File: src/hdl/uart_mp_map.vh
// register map, field positions, reset values and rate divisors of the serial port
`ifndef UART_MP_MAP_VH
`define UART_MP_MAP_VH

`define OFF_SERIAL_CONTROL 3'h0
`define OFF_SERIAL_BUFFER 3'h1
`define OFF_POWER_CONTROL 3'h2
`define OFF_SLAVE_ADDRESS 3'h3
`define OFF_SLAVE_ADDRESS_MASK 3'h4
`define OFF_AUX_CONTROL 3'h5

// serial_control fields
`define SC_MODE_HI 7
`define SC_MODE_LO 6
`define SC_MPROC_EN 5
`define SC_RX_EN 4
`define SC_TX_NINTH 3
`define SC_RX_NINTH 2
`define SC_TX_DONE 1
`define SC_RX_DONE 0

// power_control_reg and aux fields
`define PC_BAUD_DBL 7
`define PC_FE_SEL 6
`define AUX_M0_FAST 5

`define RST_BYTE 8'h00

`define MODE_SHIFT 2'h0
`define MODE_UART8 2'h1
`define MODE_UART9_FIX 2'h2
`define MODE_UART9_VAR 2'h3

// clocks per mode-0 half bit: 12 or 2 clocks per bit
`define M0_HALF_SLOW 4'h6
`define M0_HALF_FAST 4'h1
// clocks per oversample tick in mode 2: 64 or 32 clocks per bit over 16 ticks
`define M2_TICK_SLOW 4'h4
`define M2_TICK_FAST 4'h2
// timer overflows per oversample tick in modes 1 and 3
`define T1_TICK_SLOW 4'h2
`define T1_TICK_FAST 4'h1

`define OVS_MID 4'h7
`define OVS_LAST 4'hF
`define M0_LAST_HALF 4'hF
`define BITS_AFTER_START_M1 4'h9
`define BITS_AFTER_START_M23 4'hA
`define TX_BITS_M1 4'hA
`define TX_BITS_M23 4'hB

`endif

File: src/hdl/uart_mp_port.v
// four-mode serial port with frame-error detection and address filtering
`include "uart_mp_map.vh"

// Behaviour
// - mode 2 frame: start, 8 data, ninth, stop
// - ninth bit sent from, received into register
// - mode 2 rate osc/64, or osc/32 doubled
// - mode 3 like mode 2, timer rate
// - any buffer write starts transmission
// - mode 0 receive when done clear, enabled
// - modes 1-3 receive on falling start edge
// - two mode bits select one of four modes
// - frame error sticky, cleared only by software
// - control bit 7 is error or mode bit
// - mode 1 filter: valid stop and match
// - receive enable resets to off
// - transmit done flag set at end
// - receive done flag set at end, filtered
// - address and mask registers read-write
// - filtering ignored in mode 0
// - separate transmit and receive buffers
// - mode 0 shift with clock, osc/12 or /2
// - mode 1 frame 10 bits, stop kept
// - interrupt request is OR of done flags
module uart_mp_port (
	input wire clock, // 250 MHz oscillator
	input wire rst, // async reset, active high
	input wire [2:0] regAddr, // register index
	input wire [7:0] regWrData, // write data
	input wire regWr, // write strobe
	input wire regRd, // read strobe
	output reg [7:0] regRdData_ff, // read data, cycle after strobe
	input wire t1Ovf, // timer-1 overflow pulse
	input wire rxdIn, // serial input pin level
	output reg rxdOut_ff, // serial pin drive value (mode 0)
	output reg rxdOe_ff, // serial pin output enable
	output reg txdPin_ff, // transmit pin or shift clock
	output reg serialIrq_ff // serial interrupt request
);
	reg modeHi_ff, modeLo_ff, mprocEn_ff, rxEn_ff, txNinth_ff, rxNinth_ff;
	reg txDone_ff, rxDone_ff, frameErr_ff;
	reg baudDbl_ff, feSel_ff, m0Fast_ff;
	reg [7:0] slaveAddr_ff, slaveMask_ff, txBuf_ff, rxBuf_ff;

	reg m0Busy_ff, m0Rx_ff;
	reg [3:0] m0Cnt_ff;
	reg [7:0] m0Sh_ff;

	reg txBusy_ff;
	reg [3:0] txSub_ff, txCnt_ff;
	reg [10:0] txSh_ff;

	reg rxBusy_ff, rxPrev_ff;
	reg [3:0] rxSub_ff, rxBit_ff;
	reg [9:0] rxSh_ff;

	wire [1:0] mode = {modeHi_ff, modeLo_ff};
	wire wrCtrl = regWr && regAddr == `OFF_SERIAL_CONTROL;
	wire wrBuf = regWr && regAddr == `OFF_SERIAL_BUFFER;
	wire m0Tick, ovsTick;
	wire m0Start = (mode == `MODE_SHIFT) && (wrBuf || (!m0Busy_ff && !rxDone_ff && rxEn_ff));

	// both rate dividers share one module: half bits in mode 0, 16x oversample otherwise
	pulse_divider #(.W(4)) m0Div (
		.clock(clock),
		.rst(rst),
		.clr(m0Start),
		.srcPulse(1'b1),
		.div(m0Fast_ff ? `M0_HALF_FAST : `M0_HALF_SLOW),
		.tick_ff(m0Tick)
	);

	pulse_divider #(.W(4)) ovsDiv (
		.clock(clock),
		.rst(rst),
		.clr(1'b0),
		.srcPulse(mode == `MODE_UART9_FIX ? 1'b1 : t1Ovf),
		.div(mode == `MODE_UART9_FIX ? (baudDbl_ff ? `M2_TICK_FAST : `M2_TICK_SLOW)
			: (baudDbl_ff ? `T1_TICK_FAST : `T1_TICK_SLOW)),
		.tick_ff(ovsTick)
	);

	// receive frame decoding, combinational
	reg rxFinish, rxAbort;
	reg [9:0] rxVec;
	reg [7:0] rxByte;
	reg rxNinthNew, rxStop, addrHit, rxAccept;
	wire [7:0] bcast = slaveAddr_ff | slaveMask_ff;
	always @* begin
		rxFinish = 1'b0;
		rxAbort = 1'b0;
		rxVec = {rxdIn, rxSh_ff[9:1]};
		if (rxBusy_ff && ovsTick && rxSub_ff == `OVS_MID) begin
			if (rxBit_ff == 4'h0)
				rxAbort = rxdIn;
			else if (mode == `MODE_UART8)
				rxFinish = rxBit_ff == `BITS_AFTER_START_M1;
			else
				rxFinish = rxBit_ff == `BITS_AFTER_START_M23;
		end
		if (mode == `MODE_UART8) begin
			rxByte = rxVec[8:1];
			rxNinthNew = rxVec[9];
		end else begin
			rxByte = rxVec[7:0];
			rxNinthNew = rxVec[8];
		end
		rxStop = rxVec[9];
		// masked given address, or broadcast with zero bits as don't care
		addrHit = (((rxByte ^ slaveAddr_ff) & slaveMask_ff) == 8'h00)
			|| (((rxByte ^ bcast) & bcast) == 8'h00);
		if (!mprocEn_ff)
			rxAccept = 1'b1;
		else if (mode == `MODE_UART8)
			rxAccept = rxStop && addrHit;
		else
			rxAccept = rxNinthNew && addrHit;
	end

	wire m0End = m0Busy_ff && m0Tick && m0Cnt_ff == `M0_LAST_HALF;
	wire txEnd = txBusy_ff && ovsTick && txSub_ff == `OVS_LAST
		&& txCnt_ff == (mode == `MODE_UART8 ? `TX_BITS_M1 : `TX_BITS_M23) - 4'h1;
	wire txEvt = txEnd || (m0End && !m0Rx_ff);
	wire rxEvt = (rxFinish && rxAccept) || (m0End && m0Rx_ff);

	// register file; a hardware set wins over a software clear in the same cycle
	always @(posedge clock or posedge rst) begin
		if (rst) begin
			modeHi_ff <= 1'b0;
			modeLo_ff <= 1'b0;
			mprocEn_ff <= 1'b0;
			rxEn_ff <= 1'b0;
			txNinth_ff <= 1'b0;
			rxNinth_ff <= 1'b0;
			txDone_ff <= 1'b0;
			rxDone_ff <= 1'b0;
			frameErr_ff <= 1'b0;
			baudDbl_ff <= 1'b0;
			feSel_ff <= 1'b0;
			m0Fast_ff <= 1'b0;
			slaveAddr_ff <= `RST_BYTE;
			slaveMask_ff <= `RST_BYTE;
			txBuf_ff <= `RST_BYTE;
			rxBuf_ff <= `RST_BYTE;
		end else begin
			if (wrCtrl) begin
				if (feSel_ff)
					frameErr_ff <= regWrData[`SC_MODE_HI] || (rxFinish && !rxStop);
				else
					modeHi_ff <= regWrData[`SC_MODE_HI];
				modeLo_ff <= regWrData[`SC_MODE_LO];
				mprocEn_ff <= regWrData[`SC_MPROC_EN];
				rxEn_ff <= regWrData[`SC_RX_EN];
				txNinth_ff <= regWrData[`SC_TX_NINTH];
			end
			if (!(wrCtrl && feSel_ff) && rxFinish && !rxStop)
				frameErr_ff <= 1'b1;
			if (rxFinish && rxAccept)
				rxNinth_ff <= rxNinthNew;
			else if (wrCtrl)
				rxNinth_ff <= regWrData[`SC_RX_NINTH];
			txDone_ff <= txEvt || (wrCtrl ? regWrData[`SC_TX_DONE] : txDone_ff);
			rxDone_ff <= rxEvt || (wrCtrl ? regWrData[`SC_RX_DONE] : rxDone_ff);
			if (rxEvt)
				rxBuf_ff <= m0Rx_ff && m0End ? {rxdIn, m0Sh_ff[7:1]} : rxByte;
			if (wrBuf)
				txBuf_ff <= regWrData;
			if (regWr && regAddr == `OFF_POWER_CONTROL) begin
				baudDbl_ff <= regWrData[`PC_BAUD_DBL];
				feSel_ff <= regWrData[`PC_FE_SEL];
			end
			if (regWr && regAddr == `OFF_SLAVE_ADDRESS)
				slaveAddr_ff <= regWrData;
			if (regWr && regAddr == `OFF_SLAVE_ADDRESS_MASK)
				slaveMask_ff <= regWrData;
			if (regWr && regAddr == `OFF_AUX_CONTROL)
				m0Fast_ff <= regWrData[`AUX_M0_FAST];
		end
	end

	// read port: data only in the cycle after the strobe, zero otherwise
	always @(posedge clock or posedge rst) begin
		if (rst) begin
			regRdData_ff <= 8'h00;
		end else if (regRd) begin
			case (regAddr)
			`OFF_SERIAL_CONTROL: regRdData_ff <= {feSel_ff ? frameErr_ff : modeHi_ff,
				modeLo_ff, mprocEn_ff, rxEn_ff, txNinth_ff, rxNinth_ff, txDone_ff, rxDone_ff};
			`OFF_SERIAL_BUFFER: regRdData_ff <= rxBuf_ff;
			`OFF_POWER_CONTROL: regRdData_ff <= {baudDbl_ff, feSel_ff, 6'h00};
			`OFF_SLAVE_ADDRESS: regRdData_ff <= slaveAddr_ff;
			`OFF_SLAVE_ADDRESS_MASK: regRdData_ff <= slaveMask_ff;
			`OFF_AUX_CONTROL: regRdData_ff <= {2'h0, m0Fast_ff, 5'h00};
			default: regRdData_ff <= 8'h00;
			endcase
		end else begin
			regRdData_ff <= 8'h00;
		end
	end

	// mode 0 engine: even half periods drive clock low, odd ones high;
	// data moves at the end of each high half, so the partner sees a full high phase
	always @(posedge clock or posedge rst) begin
		if (rst) begin
			m0Busy_ff <= 1'b0;
			m0Rx_ff <= 1'b0;
			m0Cnt_ff <= 4'h0;
			m0Sh_ff <= 8'hFF;
		end else if (m0Start) begin
			m0Busy_ff <= 1'b1;
			m0Rx_ff <= !wrBuf;
			m0Cnt_ff <= 4'h0;
			m0Sh_ff <= wrBuf ? regWrData : 8'hFF;
		end else if (mode != `MODE_SHIFT) begin
			m0Busy_ff <= 1'b0;
		end else if (m0Busy_ff && m0Tick) begin
			m0Cnt_ff <= m0Cnt_ff + 4'h1;
			if (m0Cnt_ff[0])
				m0Sh_ff <= {m0Rx_ff ? rxdIn : 1'b1, m0Sh_ff[7:1]};
			if (m0End)
				m0Busy_ff <= 1'b0;
		end
	end

	// framed transmitter, LSB first after the start bit
	always @(posedge clock or posedge rst) begin
		if (rst) begin
			txBusy_ff <= 1'b0;
			txSub_ff <= 4'h0;
			txCnt_ff <= 4'h0;
			txSh_ff <= 11'h7FF;
		end else if (wrBuf && mode != `MODE_SHIFT) begin
			txBusy_ff <= 1'b1;
			txSub_ff <= 4'h0;
			txCnt_ff <= 4'h0;
			if (mode == `MODE_UART8)
				txSh_ff <= {2'h3, regWrData, 1'b0};
			else
				txSh_ff <= {1'b1, txNinth_ff, regWrData, 1'b0};
		end else if (mode == `MODE_SHIFT) begin
			txBusy_ff <= 1'b0;
		end else if (txBusy_ff && ovsTick) begin
			txSub_ff <= txSub_ff + 4'h1;
			if (txSub_ff == `OVS_LAST) begin
				txSh_ff <= {1'b1, txSh_ff[10:1]};
				txCnt_ff <= txCnt_ff + 4'h1;
				if (txEnd)
					txBusy_ff <= 1'b0;
			end
		end
	end

	// framed receiver: 16x oversampling, each bit taken at its middle tick
	always @(posedge clock or posedge rst) begin
		if (rst) begin
			rxBusy_ff <= 1'b0;
			rxPrev_ff <= 1'b1;
			rxSub_ff <= 4'h0;
			rxBit_ff <= 4'h0;
			rxSh_ff <= 10'h000;
		end else begin
			rxPrev_ff <= rxdIn;
			if (mode == `MODE_SHIFT || !rxEn_ff) begin
				rxBusy_ff <= 1'b0;
			end else if (!rxBusy_ff) begin
				if (rxPrev_ff && !rxdIn) begin
					rxBusy_ff <= 1'b1;
					rxSub_ff <= 4'h0;
					rxBit_ff <= 4'h0;
				end
			end else if (ovsTick) begin
				rxSub_ff <= rxSub_ff + 4'h1;
				if (rxSub_ff == `OVS_MID) begin
					rxBit_ff <= rxBit_ff + 4'h1;
					if (rxBit_ff != 4'h0)
						rxSh_ff <= rxVec;
					if (rxAbort || rxFinish)
						rxBusy_ff <= 1'b0;
				end
			end
		end
	end

	// pins: txd carries the shift clock in mode 0, the frame otherwise
	always @(posedge clock or posedge rst) begin
		if (rst) begin
			txdPin_ff <= 1'b1;
			rxdOut_ff <= 1'b1;
			rxdOe_ff <= 1'b0;
			serialIrq_ff <= 1'b0;
		end else begin
			if (mode == `MODE_SHIFT)
				txdPin_ff <= !m0Busy_ff || m0Cnt_ff[0];
			else
				txdPin_ff <= !txBusy_ff || txSh_ff[0];
			rxdOut_ff <= m0Sh_ff[0];
			rxdOe_ff <= mode == `MODE_SHIFT && m0Busy_ff && !m0Rx_ff;
			serialIrq_ff <= txDone_ff || rxDone_ff;
		end
	end
endmodule

File: src/hdl/pulse_divider.v
// divides a pulse stream by a run-time ratio, emitting one-cycle ticks
module pulse_divider #(
	parameter W = 4
) (
	input wire clock, // system clock
	input wire rst, // async reset, active high
	input wire clr, // restart the count
	input wire srcPulse, // pulse to be divided
	input wire [W-1:0] div, // ratio, at least 1
	output reg tick_ff // one-cycle output tick
);
	reg [W-1:0] cnt_ff;

	always @(posedge clock or posedge rst) begin
		if (rst) begin
			cnt_ff <= {W{1'b0}};
			tick_ff <= 1'b0;
		end else if (clr) begin
			// the clearing cycle counts as the first pulse, so the first period is not one longer
			if (div <= {{(W-1){1'b0}}, 1'b1}) begin
				cnt_ff <= {W{1'b0}};
				tick_ff <= 1'b1;
			end else begin
				cnt_ff <= {{(W-1){1'b0}}, 1'b1};
				tick_ff <= 1'b0;
			end
		end else if (srcPulse) begin
			if (cnt_ff >= div - {{(W-1){1'b0}}, 1'b1}) begin
				cnt_ff <= {W{1'b0}};
				tick_ff <= 1'b1;
			end else begin
				cnt_ff <= cnt_ff + {{(W-1){1'b0}}, 1'b1};
				tick_ff <= 1'b0;
			end
		end else begin
			tick_ff <= 1'b0;
		end
	end
endmodule

File: config.mk
export PLATFORM = sky130hd
export DESIGN_NAME = uart_mp_port
export DESIGN_NICKNAME = d
export VERILOG_FILES = /design/src/hdl/uart_mp_port.v /design/src/hdl/pulse_divider.v
export VERILOG_INCLUDE_DIRS = /design/src /design/src/hdl
export SDC_FILE = /design/constraint.sdc
export NUM_CORES = 1
export LEC_CHECK = 0
export ABC_AREA = 1
export BUFFER_PORTS_ARGS = -buffer_cell sky130_fd_sc_hd__buf_4
export CAP_MARGIN = 20
export CORE_ASPECT_RATIO = 1.5
export CORE_MARGIN = 2
export CORE_UTILIZATION = 35
export CTS_CLUSTER_DIAMETER = 200
export DETAILED_ROUTE_END_ITERATION = 10
export PLACE_DENSITY = 0.57
export SYNTH_ARGS = -nofsm -noshare
export SYNTH_HDL_FRONTEND = slang
export SYNTH_HIERARCHICAL = 1
export SYNTH_SLANG_ARGS = --single-unit
File: constraint.sdc
create_clock -name clock -period 5.65 [get_ports clock]
set_input_delay 0 -clock clock [delete_from_list [all_inputs] [get_ports clock]]
set_output_delay 0 -clock clock [all_outputs]
set_load 0.03 [all_outputs]
## Yosys cells after proc, flatten, opt, wreduce, memory -nomap -nowiden

Index checks and enable logic that the tools add are counted.
W data, S select, Z words.

- Flip-flop bits (word level): 112
- Logic and storage cells: 232

- Add/subtract/negate cells: 10
- $lt $le $gt $ge: 3
- Equality and inequality tests: 17
- Multiplexer cells: 78
- Bitwise gates (word level): 7
- Reductions and logical operators: 80

Operator list:

| operator | number |
|---|---|
| $mux W4 | 19 |
| $mux W8 | 8 |
| $pmux W8 S6 | 1 |
| $mux W11 | 4 |
| $mux W1 | 41 |
| $logic_and A1 B1 Y1 | 29 |
| $add A4 B1 Y4 const B | 7 |
| $reduce_bool A2 Y1 | 9 |
| $and A8 B8 Y8 | 2 |
| $eq A4 B4 Y1 const B | 4 |
| $logic_not A8 Y1 | 2 |
| $xor A8 B8 Y8 | 2 |
| $reduce_bool A3 Y1 | 5 |
| $logic_or A1 B1 Y1 | 12 |
| $reduce_and A3 Y1 | 4 |
| $mux W10 | 1 |
| $reduce_and A2 Y1 | 5 |
| $mux W3 | 3 |
| $ge A4 B4 Y1 | 2 |
| $logic_not A1 Y1 | 8 |
| $or A8 B8 Y8 | 1 |
| $sub A3 B1 Y4 const B | 2 |
| $eq A3 B2 Y1 const B | 2 |
| $eq A3 B3 Y1 const B | 2 |
| other kinds (17) | 20 |

## Longest topological paths before layout

Gate-level depths: netlist of run 1.

- Word-level depth: 12
- Depth in mapped cells: 16
- Mapped depth without buffers: 15

## By module

Netlist of run 1, hierarchy kept.

By module, submodules not included:

| module | times used | cells each | area each (sq um) | sequential area each (sq um) |
|---|---|---|---|---|
| uart_mp_port | 1 | 634 | 5086.1 | 2528.7 |
| pulse_divider | 2 | 56 | 417.9 | 125.1 |

## Worst setup path before layout of run 1

Ideal clock, no wire load.

- Path kind: register to register
- Start: reg modeHi_ff
- End: reg ovsDiv.cnt_ff[0]
- Data arrival time: 2.070 ns
- Slack: 3.498 ns
- Cell stages (with the launch flop): 14
- Path buffers: 1
- Cell sequence: dfrtp_1 inv_2 buf_2 nor2_1 ha_1 inv_1 ha_1 xnor2_1 ha_1 nand2_1 inv_1 nand2_1 nand3_1 o21ai_0

- Word-level cells in the longest chain between the ends: 5
- Elaborated cells between the ends (all ways): 6
- Classes of those cells: add/sub: 1; order compare: 1; eq/ne: 1; mux: 3

Ends and longest elaborated chain:

| what | line | RTL |
|---|---|---|
| start, declared | uart_mp_port.v:40 | `reg modeHi_ff, modeLo_ff, mprocEn_ff, rxEn_ff, txNinth_ff, rxNinth_ff;` |
| start signal, assigned | uart_mp_port.v:150 | `` modeHi_ff <= regWrData[`SC_MODE_HI]; `` |
| $eq A2 B2 Y1 (no source line) (*) | - |  |
| $mux W3 | uart_mp_port.v:78 | `` .div(mode == `MODE_UART9_FIX ? (baudDbl_ff ? `M2_TICK_FAST : `M2_TICK_SLOW) `` |
| $sub A3 B1 Y4 | pulse_divider.v:28 | `if (cnt_ff >= div - {{(W-1){1'b0}}, 1'b1}) begin` |
| $ge A4 B4 Y1 | pulse_divider.v:28 |  |
| $mux W4 | pulse_divider.v:28 |  |
| end signal, assigned | pulse_divider.v:24 | `cnt_ff <= {{(W-1){1'b0}}, 1'b1};` |
| end signal, assigned | pulse_divider.v:29 | `cnt_ff <= {W{1'b0}};` |
| end signal, assigned | pulse_divider.v:32 | `cnt_ff <= cnt_ff + {{(W-1){1'b0}}, 1'b1};` |
| end, declared | pulse_divider.v:12 | `reg [W-1:0] cnt_ff;` |

Mark *: on every way between the ends. The rest lies on a longest branch, timed or not.
A chain may end at the register's enable or synchronous reset.

## Final worst setup path of run 1

- Start: reg modeLo_ff
- End: reg txSh_ff[8]

- Word-level cells in the longest chain between the ends: 4
- Elaborated cells between the ends (all ways): 8
- Classes of those cells: eq/ne: 1; mux: 1; reduce/logical: 6

Ends and longest elaborated chain:

| what | line | RTL |
|---|---|---|
| start, declared | uart_mp_port.v:40 |  |
| start signal, assigned | uart_mp_port.v:151 | `` modeLo_ff <= regWrData[`SC_MODE_LO]; `` |
| $reduce_bool A2 Y1 (no source line) | - |  |
| $logic_and A1 B1 Y1 (no source line) | - |  |
| $ne A2 B2 Y1 (no source line) / $reduce_bool A2 Y1 (equally long branches) | - |  |
| $reduce_and A3 Y1 (no source line) | - |  |
| end signal, assigned | uart_mp_port.v:237 | `txSh_ff <= {2'h3, regWrData, 1'b0};` |
| end signal, assigned | uart_mp_port.v:239 | `txSh_ff <= {1'b1, txNinth_ff, regWrData, 1'b0};` |
| end signal, assigned | uart_mp_port.v:245 | `txSh_ff <= {1'b1, txSh_ff[10:1]};` |
| end, declared | uart_mp_port.v:51 | `reg [10:0] txSh_ff;` |

Parallel ways exist; a longest one is shown, timed or not.

==> flow_metrics.tcl, run 1 <==
set metrics [dict create \
    wl_um 15700 \
    clk_latency_ns 0.36 \
    critical-path-top-delay-family "simple AND/OR/NAND/NOR gates" \
    yosysMostFrequentCell "nand2_1" \
    grt_max_degree 55 \
    drv_cap 0 \
    grt_pass1_vias 4845 \
    cts_resized 0 \
    clock_path_buffers 2 \
    worst-slew-pin-transition_ns 0.875 \
    drive_gt1_frac 0.118 \
    period_minus_slack_ns 2.74 \
    cts.root.buffer_cell "clkbuf_16" \
    rows 58 \
    nFillCells 1756 \
    netlist_area_mm2 0.00592 \
    area_growth_pct 13.4 \
    drt_pass1_iterations 5 \
    avgSynthCellArea_um2 7.94 \
    io_pins 29 \
    start_util 0.355 \
    min_from "t1Ovf" \
    power_density_mw_per_mm2 362 \
    setup_violations 0 \
    dp_hpwl_um 11900 \
    syn_inst 746 \
    cts_sinks 110 \
    maxSlewViolCount 0 \
    die_y_um 163 \
    clkSlewWorstSetupHoldPaths_ns 0.07 \
    synth_area_leaders "dfrtp_1, nand2_1, dfstp_2" \
    num_antenna_cells 0 \
    setup.worst_path.start_class "flop" \
    grt_pass1_wl_um 25300 \
    crit_path_start "modeLo_ff" \
    critPathKind "flop to flop" \
    antenna_found_initial 0 \
    ys_seq_area_frac 0.469 \
    antenna_left 0 \
    worstPathRequired_ns 5.93 \
    gp_congestion 0.908 \
    synthArstFlopShare 1.00 \
    arrival_ns 3.02 \
    yosys_warnings 6 \
    ys_top_cells_by_count "nand2_1, inv_1, dfrtp_1" \
    placed_area_mm2 0.00633 \
    synth_flop_cell "dfrtp_1" \
    reg2reg_from "modeLo_ff" \
    first_iter_violations 267 \
    num_vias 5008 \
    maxSlewHeadroom 0.415 \
    ir_drop_uv 187 \
    die_area_mm2 0.0180 \
    groute.usage.overall 0.185 \
    rsz0062_at_grt "false" \
    cts_setup_buffers 0 \
    path_cells "nor2_2, inv_2, nand2_1, inv_1, nand2_1, nor2_1, nor2_1, inv_1, o22ai_1, a31oi_1" \
    fmax_mhz 365 \
    synth_seq_cells 110 \
    r2r_slack_ns 2.91 \
    p_leak_nw 3.22 \
    synth_area_leader_cell "dfrtp_1" \
    hold_viol 0 \
    status "finished clean" \
    ys_types 42 \
    path_max_fanout 19 \
    io_buffers 28 \
    die_x_um 110 \
    crit_path_end_kind "flop" \
    synth_top_area_share 0.376 \
    htreeDepth 3 \
    finalInstanceArea_mm2 0.00672 \
    slowest_stage "dfrtp_1" \
    numCtsBuffers 9 \
    path_buf_inv 3 \
    wire_per_inst_um 15.7 \
    overflow 0 \
    slowest_delay_ns 0.77 \
    nNetsFinal 824 \
    drc_errors 0 \
    synth-edff-count 0 \
    post-route-period-util 0.485 \
    clock_skew_ns 0.00774 \
    hold_path_class "primary input to flop" \
    setup_tns_ns 0 \
    cts_tree "yes" \
    core_mm2 0.0167 \
    finalCoreUtilization 0.402 \
    vias_per_cell 5.01 \
]
## tightest hold or removal path: cells and delay by family
| kind | cells | cell delay (ns) |
|---|---|---|
| simple gates | 3 | 0.20 |
| buf+inv | 1 | 0.07 |
| compound gates | 1 | 0.06 |
## what timing repair did
item | 4_1_cts | 5_1_grt
setup endpoints to repair | 0 | 0
endpoints found under the hold margin | 54 | 0
hold buffers | 10 | 0
## area by class of cell
type / count / area, µm² / area share
Sequential cell: 110 / 2780 / 0.414
Inverter: 99 / 374 / 0.0557
Tap cell: 210 / 263 / 0.0391
Timing Repair Buffer: 39 / 318 / 0.0473
Clock inverter: 4 / 20.0 / 0.00298
Multi-Input combinational cell: 526 / 2700 / 0.401
Clock buffer: 12 / 267 / 0.0397
## state kept, by name (all words and copies together), names as in the netlist, 4 cells and up
| register | cells |
|---|---|
| m0Cnt_ff | 4 |
| m0Div/cnt_ff | 4 |
| m0Sh_ff | 8 |
| ovsDiv/cnt_ff | 4 |
| regRdData_ff | 8 |
| rxBit_ff | 4 |
| rxBuf_ff | 8 |
| rxSh_ff | 9 |
| rxSub_ff | 4 |
| slaveAddr_ff | 8 |
| slaveMask_ff | 8 |
| txCnt_ff | 4 |
| txSh_ff | 10 |
| txSub_ff | 4 |
## cell usage in the layout, fill, tap and decap left out, drive strengths merged
cell type and n:
o221ai 1, conb 8, ha 22, xnor2 5
nor4 2, dfrtp 89, dlygate4sd3 10, o311ai 1
or2 6, nor3 8, a221oi 6, dfstp 21
nand3 73, o21ai 84, clkinv 6, clkbuf 12
o22ai 12, nor2 59, a31oi 3, and3 1
a22oi 1, a21oi 33, nand2 181, xor2 3
buf 29, a41oi 1, o211ai 7, o31ai 1
a211oi 1, inv 97, nand4 7
## metrics by stage
stage                     cells  power (mW)  hold slack [ns]  worst slack, ns
after floorplan             752        1.62           -0.221             3.07
after global placement      974        1.81          -0.0427             3.02
after detailed placement    974        1.82          -0.0438             2.98
after CTS                  1000        2.45         0.000236             2.95
after global routing       1000        2.61           0.0379             2.64
final                      1000        2.43          0.00202             2.91
## cell families after synthesis
kind of cell | synth area share
AND/OR/NAND/NOR | 0.245
AO/OA/AOI/OAI | 0.147
buffers and inverters | 0.0792
flip-flops | 0.469
adder cells (fa/ha/maj) | 0.0465
XOR/XNOR | 0.0118
other | 0.00127
## metal layers
layer  vias to the layer above  track usage  wire length [µm]
li1                       2538            -                 -
met1                      2339        0.225              6660
met2                       104        0.323              8040
met3                        27       0.0231               518
met4                         0       0.0818               489
met5                         -            0                 0
## power breakdown
group | total, mW | switching (mW) | internal (mW)
sequential | 1.14 | 0.161 | 0.982
combinational | 0.662 | 0.408 | 0.253
clock | 0.623 | 0.290 | 0.333
## worst paths after layout
kind / endpoint / depth (start not counted)
hold / removal: ovsDiv/cnt_ff[1] / 5
min in group asynchronous: ovsDiv/cnt_ff[1] / 3
setup / recovery: txSh_ff[8] / 10
max in group asynchronous: rxSub_ff[0] / 4
hold reg to reg: rxdOut_ff / 0
setup reg to reg: txSh_ff[8] / 10
(Power assumes the default switching activity.)
==> run 2: changes to the inputs <==
--- a/config.mk
+++ b/config.mk
@@ -6,7 +6,7 @@
 export SDC_FILE = /design/constraint.sdc
 export NUM_CORES = 1
 export LEC_CHECK = 0
-export ABC_AREA = 1
+export ABC_AREA = 0
 export BUFFER_PORTS_ARGS = -buffer_cell sky130_fd_sc_hd__buf_4
 export CAP_MARGIN = 20
 export CORE_ASPECT_RATIO = 1.5
@@ -14,7 +14,7 @@
 export CORE_UTILIZATION = 35
 export CTS_CLUSTER_DIAMETER = 200
 export DETAILED_ROUTE_END_ITERATION = 10
-export PLACE_DENSITY = 0.57
+export PLACE_DENSITY = 0.59
 export SYNTH_ARGS = -nofsm -noshare
 export SYNTH_HDL_FRONTEND = slang
 export SYNTH_HIERARCHICAL = 1
==> constraint.sdc (replaced) <==
create_clock -name clock -period 2.2 [get_ports clock]
set_input_delay 0 -clock clock [delete_from_list [all_inputs] [get_ports clock]]
set_output_delay 0 -clock clock [all_outputs]
set_load 0.03 [all_outputs]
==> run 2 against run 1 <==
Maximum frequency increased by 17%. Final cell count is 12% lower. Die area grew 0.47%. The flow now finishes with violations (setup timing). Highest routed layer unchanged. Register-to-register slack got worse by 3.1 ns.
==> flow_metrics.tcl, run 2 <==
set metrics [dict create \
    synthArstFlopShare 1.00 \
    drive_gt1_frac 0.296 \
    wl_um 14900 \
    ys_seq_area_frac 0.467 \
    power_density_mw_per_mm2 964 \
    ys_types 62 \
    maxSlewHeadroom 0.573 \
    cts_tree "yes" \
    ir_drop_uv 463 \
    setup_violations 14 \
    synth_top_area_share 0.374 \
    dp_slack_ns -0.240 \
    m1WireLength_um 5870 \
    clkSlewWorstSetupHoldPaths_ns 0.08 \
    seqCellArea_mm2 0.00278 \
    p_leak_nw 3.19 \
    period_minus_slack_ns 2.35 \
    avgSynthCellArea_um2 10.3 \
    path_max_fanout 5 \
    mostFrequentLayoutCells "dfrtp_1, buf_4, nand2_1" \
    worst-slew-pin-transition_ns 0.640 \
    whs_ns 0.0224 \
    netlist_area_mm2 0.00595 \
    rsz0062_at_grt "true" \
    crit_path_start "modeHi_ff" \
    gp_congestion 0.846 \
    wire_per_inst_um 16.9 \
    min_from "regAddr[2]" \
    yosys_warnings 6 \
    syn_inst 580 \
    nFillCells 1585 \
    dp_hpwl_um 10600 \
    core_mm2 0.0167 \
    die_area_mm2 0.0181 \
    start_util 0.357 \
    post-route-period-util 1.07 \
    die_y_um 164 \
    failed_checks "setup timing" \
    hold_viol 0 \
    status "complete, but fails checks" \
    synth-edff-count 0 \
    clk_latency_ns 0.36 \
    num_vias 4686 \
    swShare 0.347 \
    rows 58 \
    reg2reg_from "modeHi_ff" \
    cts_sinks 110 \
    num_antenna_cells 0 \
    synth_seq_cells 110 \
    antenna_left 0 \
    critPathKind "flop to flop" \
    grt_pass1_wl_um 24600 \
    groute.usage.overall 0.170 \
    postLayoutSetupSlackWorst_ns -0.149 \
    synth_area_leader_cell "dfrtp_1" \
    first_iter_violations 178 \
    drc_errors 0 \
    largest_reg_flops 10 \
    grt_pass1_vias 4902 \
    r2r_slack_ns -0.15 \
    ys_top_cells_by_count "dfrtp_1, nand2_1, mux2_2, nor2_1, a21oi_1" \
    worstPathRequired_ns 2.46 \
    arrival_ns 2.61 \
    vias_per_cell 5.33 \
    largestRegisters "txSh_ff: 10 flops, rxSh_ff: 9 flops" \
    intPower_mw 4.64 \
    htreeDepth 3 \
    setup.worst_path.start_class "flop" \
    cts.root.buffer_cell "clkbuf_16" \
    largest-register "txSh_ff" \
    yosysMostFrequentCell "dfrtp_1" \
    final_common_cell "dfrtp_1" \
    final_cells 879 \
    crit_path_end_kind "flop" \
    clock_skew_ns 0.00941 \
    dpl.cell_count 844 \
    area_growth_pct 23.8 \
    combinationalPowerShare 0.341 \
    routed.top_layer "met4" \
    grt_max_degree 65 \
    route.met3.wl_um 646 \
    hold_path_class "primary input to flop" \
    overflow 0 \
    io_pins 29 \
    wl_met2_um 7880 \
    maxSlewViolCount 0 \
    synth_area_leaders "dfrtp_1, dfstp_2, mux2_2" \
    multiInputGateArea_mm2 0.00327 \
    drv_cap 0 \
    drt_pass1_iterations 5 \
    p_switching_mw 2.46 \
    seqPwrFrac 0.434 \
    fmax_mhz 426 \
    io_buffers 28 \
    antenna_found_initial 0 \
    nNetsFinal 703 \
    clock_path_buffers 2 \
    die_x_um 110 \
    synth_flop_cell "dfrtp_1" \
    numCtsBuffers 9 \
    clkPwrFrac 0.225 \
]
run 2: final timing paths:
| kind | end | cells after the start |
|---|---|---|
| max in group asynchronous | rxPrev_ff | 4 |
| min in group asynchronous | txSub_ff[2] | 3 |
| worst min register to register | rxdOut_ff | 0 |
| worst min-delay path | regRdData_ff[7] | 3 |
| worst max register to register | rxBuf_ff[6] | 8 |
| worst max-delay path | rxBuf_ff[6] | 8 |
run 2: worst max-delay path: stages, from the launching register on:
cell	delay (ns)
dfrtp_1	0.43
nor2b_4	0.23
buf_6	0.16
mux2_4	0.33
mux2i_1	0.16
a2111oi_4	0.29
a31o_1	0.30
a21oi_1	0.11
o31ai_1	0.25
run 2: per-stage QoR:
stage / util / area, µm² / setup TNS (ns) / power, mW
floorplan: - / 6000 / 0 / 4.47
global route: 0.441 / 7360 / -2.44 / 7.56
global placement: 0.398 / 6650 / -1.64 / 5.01
CTS: 0.436 / 7280 / -0.866 / 7.08
finish: 0.441 / 7360 / -1.23 / 7.10
detailed placement: 0.398 / 6650 / -2.64 / 5.10
run 2: layout make-up:
cell class	count	area share
Multi-Input combinational cell	436	0.444
Sequential cell	110	0.377
Timing Repair Buffer	83	0.0916
Tap cell	210	0.0357
Clock buffer	11	0.0330
Inverter	24	0.0131
Clock inverter	5	0.00544
run 2: logic make-up (layout without fill, tap and decap cells):
| kind of cell | after synthesis | count (layout) | synth area share |
|---|---|---|---|
| xor+xnor | 15 | 15 | 0.0221 |
| buf+inv | 47 | 123 | 0.0343 |
| other cells | 2 | 14 | 0.00126 |
| simple gates | 185 | 185 | 0.155 |
| fa+ha+maj | 22 | 22 | 0.0463 |
| compound gates | 130 | 131 | 0.143 |
| mux | 69 | 69 | 0.132 |
| flops | 110 | 110 | 0.467 |
run 2: power groups by stage:
stage | clock network, mW | logic [mW] | registers [mW]
detailed placement | 0 | 1.99 | 3.10
floorplan | 0 | 1.46 | 3.00
global placement | 0 | 1.93 | 3.08
finish | 1.60 | 2.42 | 3.08
CTS | 1.65 | 2.36 | 3.08
global route | 1.73 | 2.68 | 3.15
run 2: what timing repair did:
action | 4_1_cts | 5_1_grt
pin swaps | 18 | 4
hold buffers | 11 | 0
endpoints found under the setup margin | 15 | 25
endpoints found under the hold margin | 143 | 0
setup buffers | 6 | 1
cloned | 1 | 0
resized for setup | 35 | 14
run 2: routing by layer:
metal,global-route usage,vias to the layer above
li1,-,2229
met1,0.193,2309
met2,0.308,113
met3,0.0325,35
met4,0.0773,0
met5,0,-
==> run 3: changes to the inputs <==
--- a/config.mk
+++ b/config.mk
@@ -6,7 +6,6 @@
 export SDC_FILE = /design/constraint.sdc
 export NUM_CORES = 1
 export LEC_CHECK = 0
-export ABC_AREA = 0
 export BUFFER_PORTS_ARGS = -buffer_cell sky130_fd_sc_hd__buf_4
 export CAP_MARGIN = 20
 export CORE_ASPECT_RATIO = 1.5
@@ -14,8 +13,8 @@
 export CORE_UTILIZATION = 35
 export CTS_CLUSTER_DIAMETER = 200
 export DETAILED_ROUTE_END_ITERATION = 10
+export HOLD_SLACK_MARGIN = 0.15
 export PLACE_DENSITY = 0.59
 export SYNTH_ARGS = -nofsm -noshare
 export SYNTH_HDL_FRONTEND = slang
-export SYNTH_HIERARCHICAL = 1
 export SYNTH_SLANG_ARGS = --single-unit
==> run 3 against run 2 <==
Wire length barely moved. Flip-flop and latch count did not move. First-iteration DRC count rose by 52%. The flow still finishes with violations (setup timing). Clock-buffer cell count rose by 1.
==> flow_metrics.tcl, run 3 <==
set metrics [dict create \
    status "complete, but fails checks" \
    failed_checks "setup timing" \
    worstPathRequired_ns 2.43 \
    arrival_ns 2.52 \
    wl_um 14900 \
    grt_pass1_vias 4434 \
    synth_flop_cell "dfrtp_1" \
    seqCellArea_mm2 0.00278 \
    setup.worst_path.start_class "flop" \
    numCtsBuffers 9 \
    synth_compound_area_frac 0.121 \
    gp_congestion 0.904 \
    fmax_mhz 438 \
    cts.root.buffer_cell "clkbuf_16" \
    mostFrequentLayoutCells "dfrtp_1, nand2_1, buf_4" \
    netlist_area_mm2 0.00566 \
    rsz0062_at_grt "true" \
    grt_pass1_wl_um 24500 \
    largest-register "txSh_ff" \
    drv_cap 0 \
    synth_area_leader_cell "dfrtp_1" \
    cts_tree "yes" \
    maxSlewViolCount 0 \
    reg2regPathDepth 8 \
    period_minus_slack_ns 2.28 \
    groute.usage.overall 0.184 \
    cts_sinks 110 \
    die_x_um 108 \
    drc_errors 0 \
    synth_area_leaders "dfrtp_1, dfstp_2, mux2_2" \
    synth_top_family_by_area "simple AND/OR/NAND/NOR gates" \
    r2r_slack_ns -0.08 \
    dp_hpwl_um 10800 \
    crit_path_end_kind "flop" \
    drt_pass1_iterations 4 \
    timing.rr.end "rxBuf_ff[2]" \
    ir_drop_uv 374 \
    overflow 0 \
    nFillCells 1500 \
    clock_skew_ns 0.0106 \
    ys_types 55 \
    power_density_mw_per_mm2 932 \
    num_antenna_cells 0 \
    area_growth_pct 22.6 \
    avgSynthCellArea_um2 10.3 \
    synth_seq_cells 110 \
    drive_gt1_frac 0.283 \
    grt_max_degree 37 \
    crit_end "rxBuf_ff[2]" \
    yosys.area_share.simple 0.171 \
    post-route-period-util 1.04 \
    rows 56 \
    path_max_fanout 6 \
    maxSlewHeadroom 0.596 \
    synth_xor_area_frac 0.0232 \
    yosys_warnings 0 \
    syn_inst 549 \
    reg2reg_from "modeHi_ff" \
    synth_top_area_share 0.394 \
    synth_fa_ha_area_frac 0.0287 \
    synth_mux_area_frac 0.134 \
    antenna_left 0 \
    hold_path_class "primary input to flop" \
    syn_nets 579 \
    clkSlewWorstSetupHoldPaths_ns 0.08 \
    io_buffers 28 \
    synthArstFlopShare 1.00 \
    dp_slack_ns -0.146 \
    die_area_mm2 0.0172 \
    nNetsFinal 648 \
    vias_per_cell 5.24 \
    setup_violations 9 \
    critPathKind "flop to flop" \
    num_vias 4326 \
    synth-edff-count 0 \
    first_iter_violations 270 \
    hold_viol 0 \
    core_mm2 0.0158 \
    crit_path_start "modeHi_ff" \
    largest_reg_flops 10 \
    clk_latency_ns 0.36 \
    yosysMostFrequentCell "dfrtp_1" \
    dpl.cell_count 790 \
    io_pins 29 \
    postLayoutSetupSlackWorst_ns -0.0827 \
    multiInputGateArea_mm2 0.00287 \
    die_y_um 160 \
    ys_seq_area_frac 0.491 \
    largestRegisters "txSh_ff: 10 flops, rxSh_ff: 9 flops" \
    clock_path_buffers 2 \
    final_common_cell "dfrtp_1" \
    wire_per_inst_um 18.0 \
    start_util 0.359 \
    worst-slew-pin-transition_ns 0.604 \
    antenna_found_initial 0 \
    p_leak_nw 3.02 \
    ys_top_cells_by_count "dfrtp_1, nand2_1, nor2_1" \
    htreeDepth 3 \
    final_cells 826 \
]
## run 3: changes by cell type in the layout (fill, tap and decap cells not counted), sizes merged, moves of 10 or more
| cell | previous run | this run |
|---|---|---|
| inv | 27 | 14 |
| o31ai | 14 | 2 |
| nor3 | 23 | 8 |
| nor2 | 37 | 48 |
| a21oi | 28 | 18 |
| conb | 14 | 1 |
## run 3: worst min-delay path by stage
stage | from | endpoint | cells after the start
floorplan | rxdIn | rxPrev_ff | 0
global placement | rst | txSub_ff[1] | 2
detailed placement | rst | txSub_ff[1] | 2
CTS | regAddr[1] | regRdData_ff[7] | 4
global route | regAddr[1] | regRdData_ff[2] | 3
finish | regAddr[1] | regRdData_ff[7] | 4
## run 3: metal layers
metal  vias up  track usage  wire (µm)
li1       2079            -          -
met3        32       0.0265        372
met2        81        0.324       7940
met5         -            0          0
met1      2134        0.221       6090
met4         0       0.0787        480
## run 3: timing repair
action	in CTS	in global routing
setup endpoints to repair	9	15
gates cloned	2	0
gates resized for setup	9	11
hold endpoints to repair	110	0
hold buffers	15	0
pin swaps	12	4
buffers inserted	2	1
## run 3: report_power, final
group / leakage [nW] / switching, mW / total [mW] / internal, mW
clock network: 0.133 / 0.761 / 1.57 / 0.806
registers: 1.34 / 0.438 / 3.03 / 2.59
logic: 1.55 / 0.978 / 1.87 / 0.888
total: 3.02 / 2.18 / 6.47 / 4.29
## run 3: cell families after synthesis
family | count (synthesis)
AND/OR/NAND/NOR | 197
flip-flops | 110
AO/OA/AOI/OAI | 106
multiplexers | 69
buffers and inverters | 38
XOR/XNOR | 15
adder cells (fa/ha/maj) | 13
other | 1
## run 3: layout make-up
type,instances,share of cell area
Sequential cell,110,0.401
Multi-Input combinational cell,402,0.414
Tap cell,203,0.0366
Inverter,14,0.00812
Clock inverter,4,0.00433
Timing Repair Buffer,81,0.101
Clock buffer,12,0.0355
## run 3: through the flow
| step | utilization | hold slack, ns | power, mW | TNS [ns] | cell area (µm²) |
|---|---|---|---|---|---|
| 5_1_grt | 0.440 | 0.193 | 6.91 | -1.33 | 6940 |
| 3_3_place_gp | 0.405 | 0.103 | 4.72 | -0.243 | 6390 |
| 4_1_cts | 0.437 | 0.158 | 6.47 | -0.299 | 6890 |
| 2_1_floorplan | - | 0.00448 | 4.18 | -0.0121 | 5730 |
| 6_report | 0.440 | 0.162 | 6.47 | -0.533 | 6940 |
| 3_5_place_dp | 0.405 | 0.112 | 4.80 | -0.992 | 6390 |
## run 3: critical path, cell delays in order, from the launching register on
cell and delay, ns:
dfrtp_1 0.43, nor2b_4 0.15, buf_12 0.14, mux2i_4 0.27, mux2i_2 0.11, a2111oi_4 0.43, a31o_4 0.27, nor2_1 0.06
or3_1 0.31
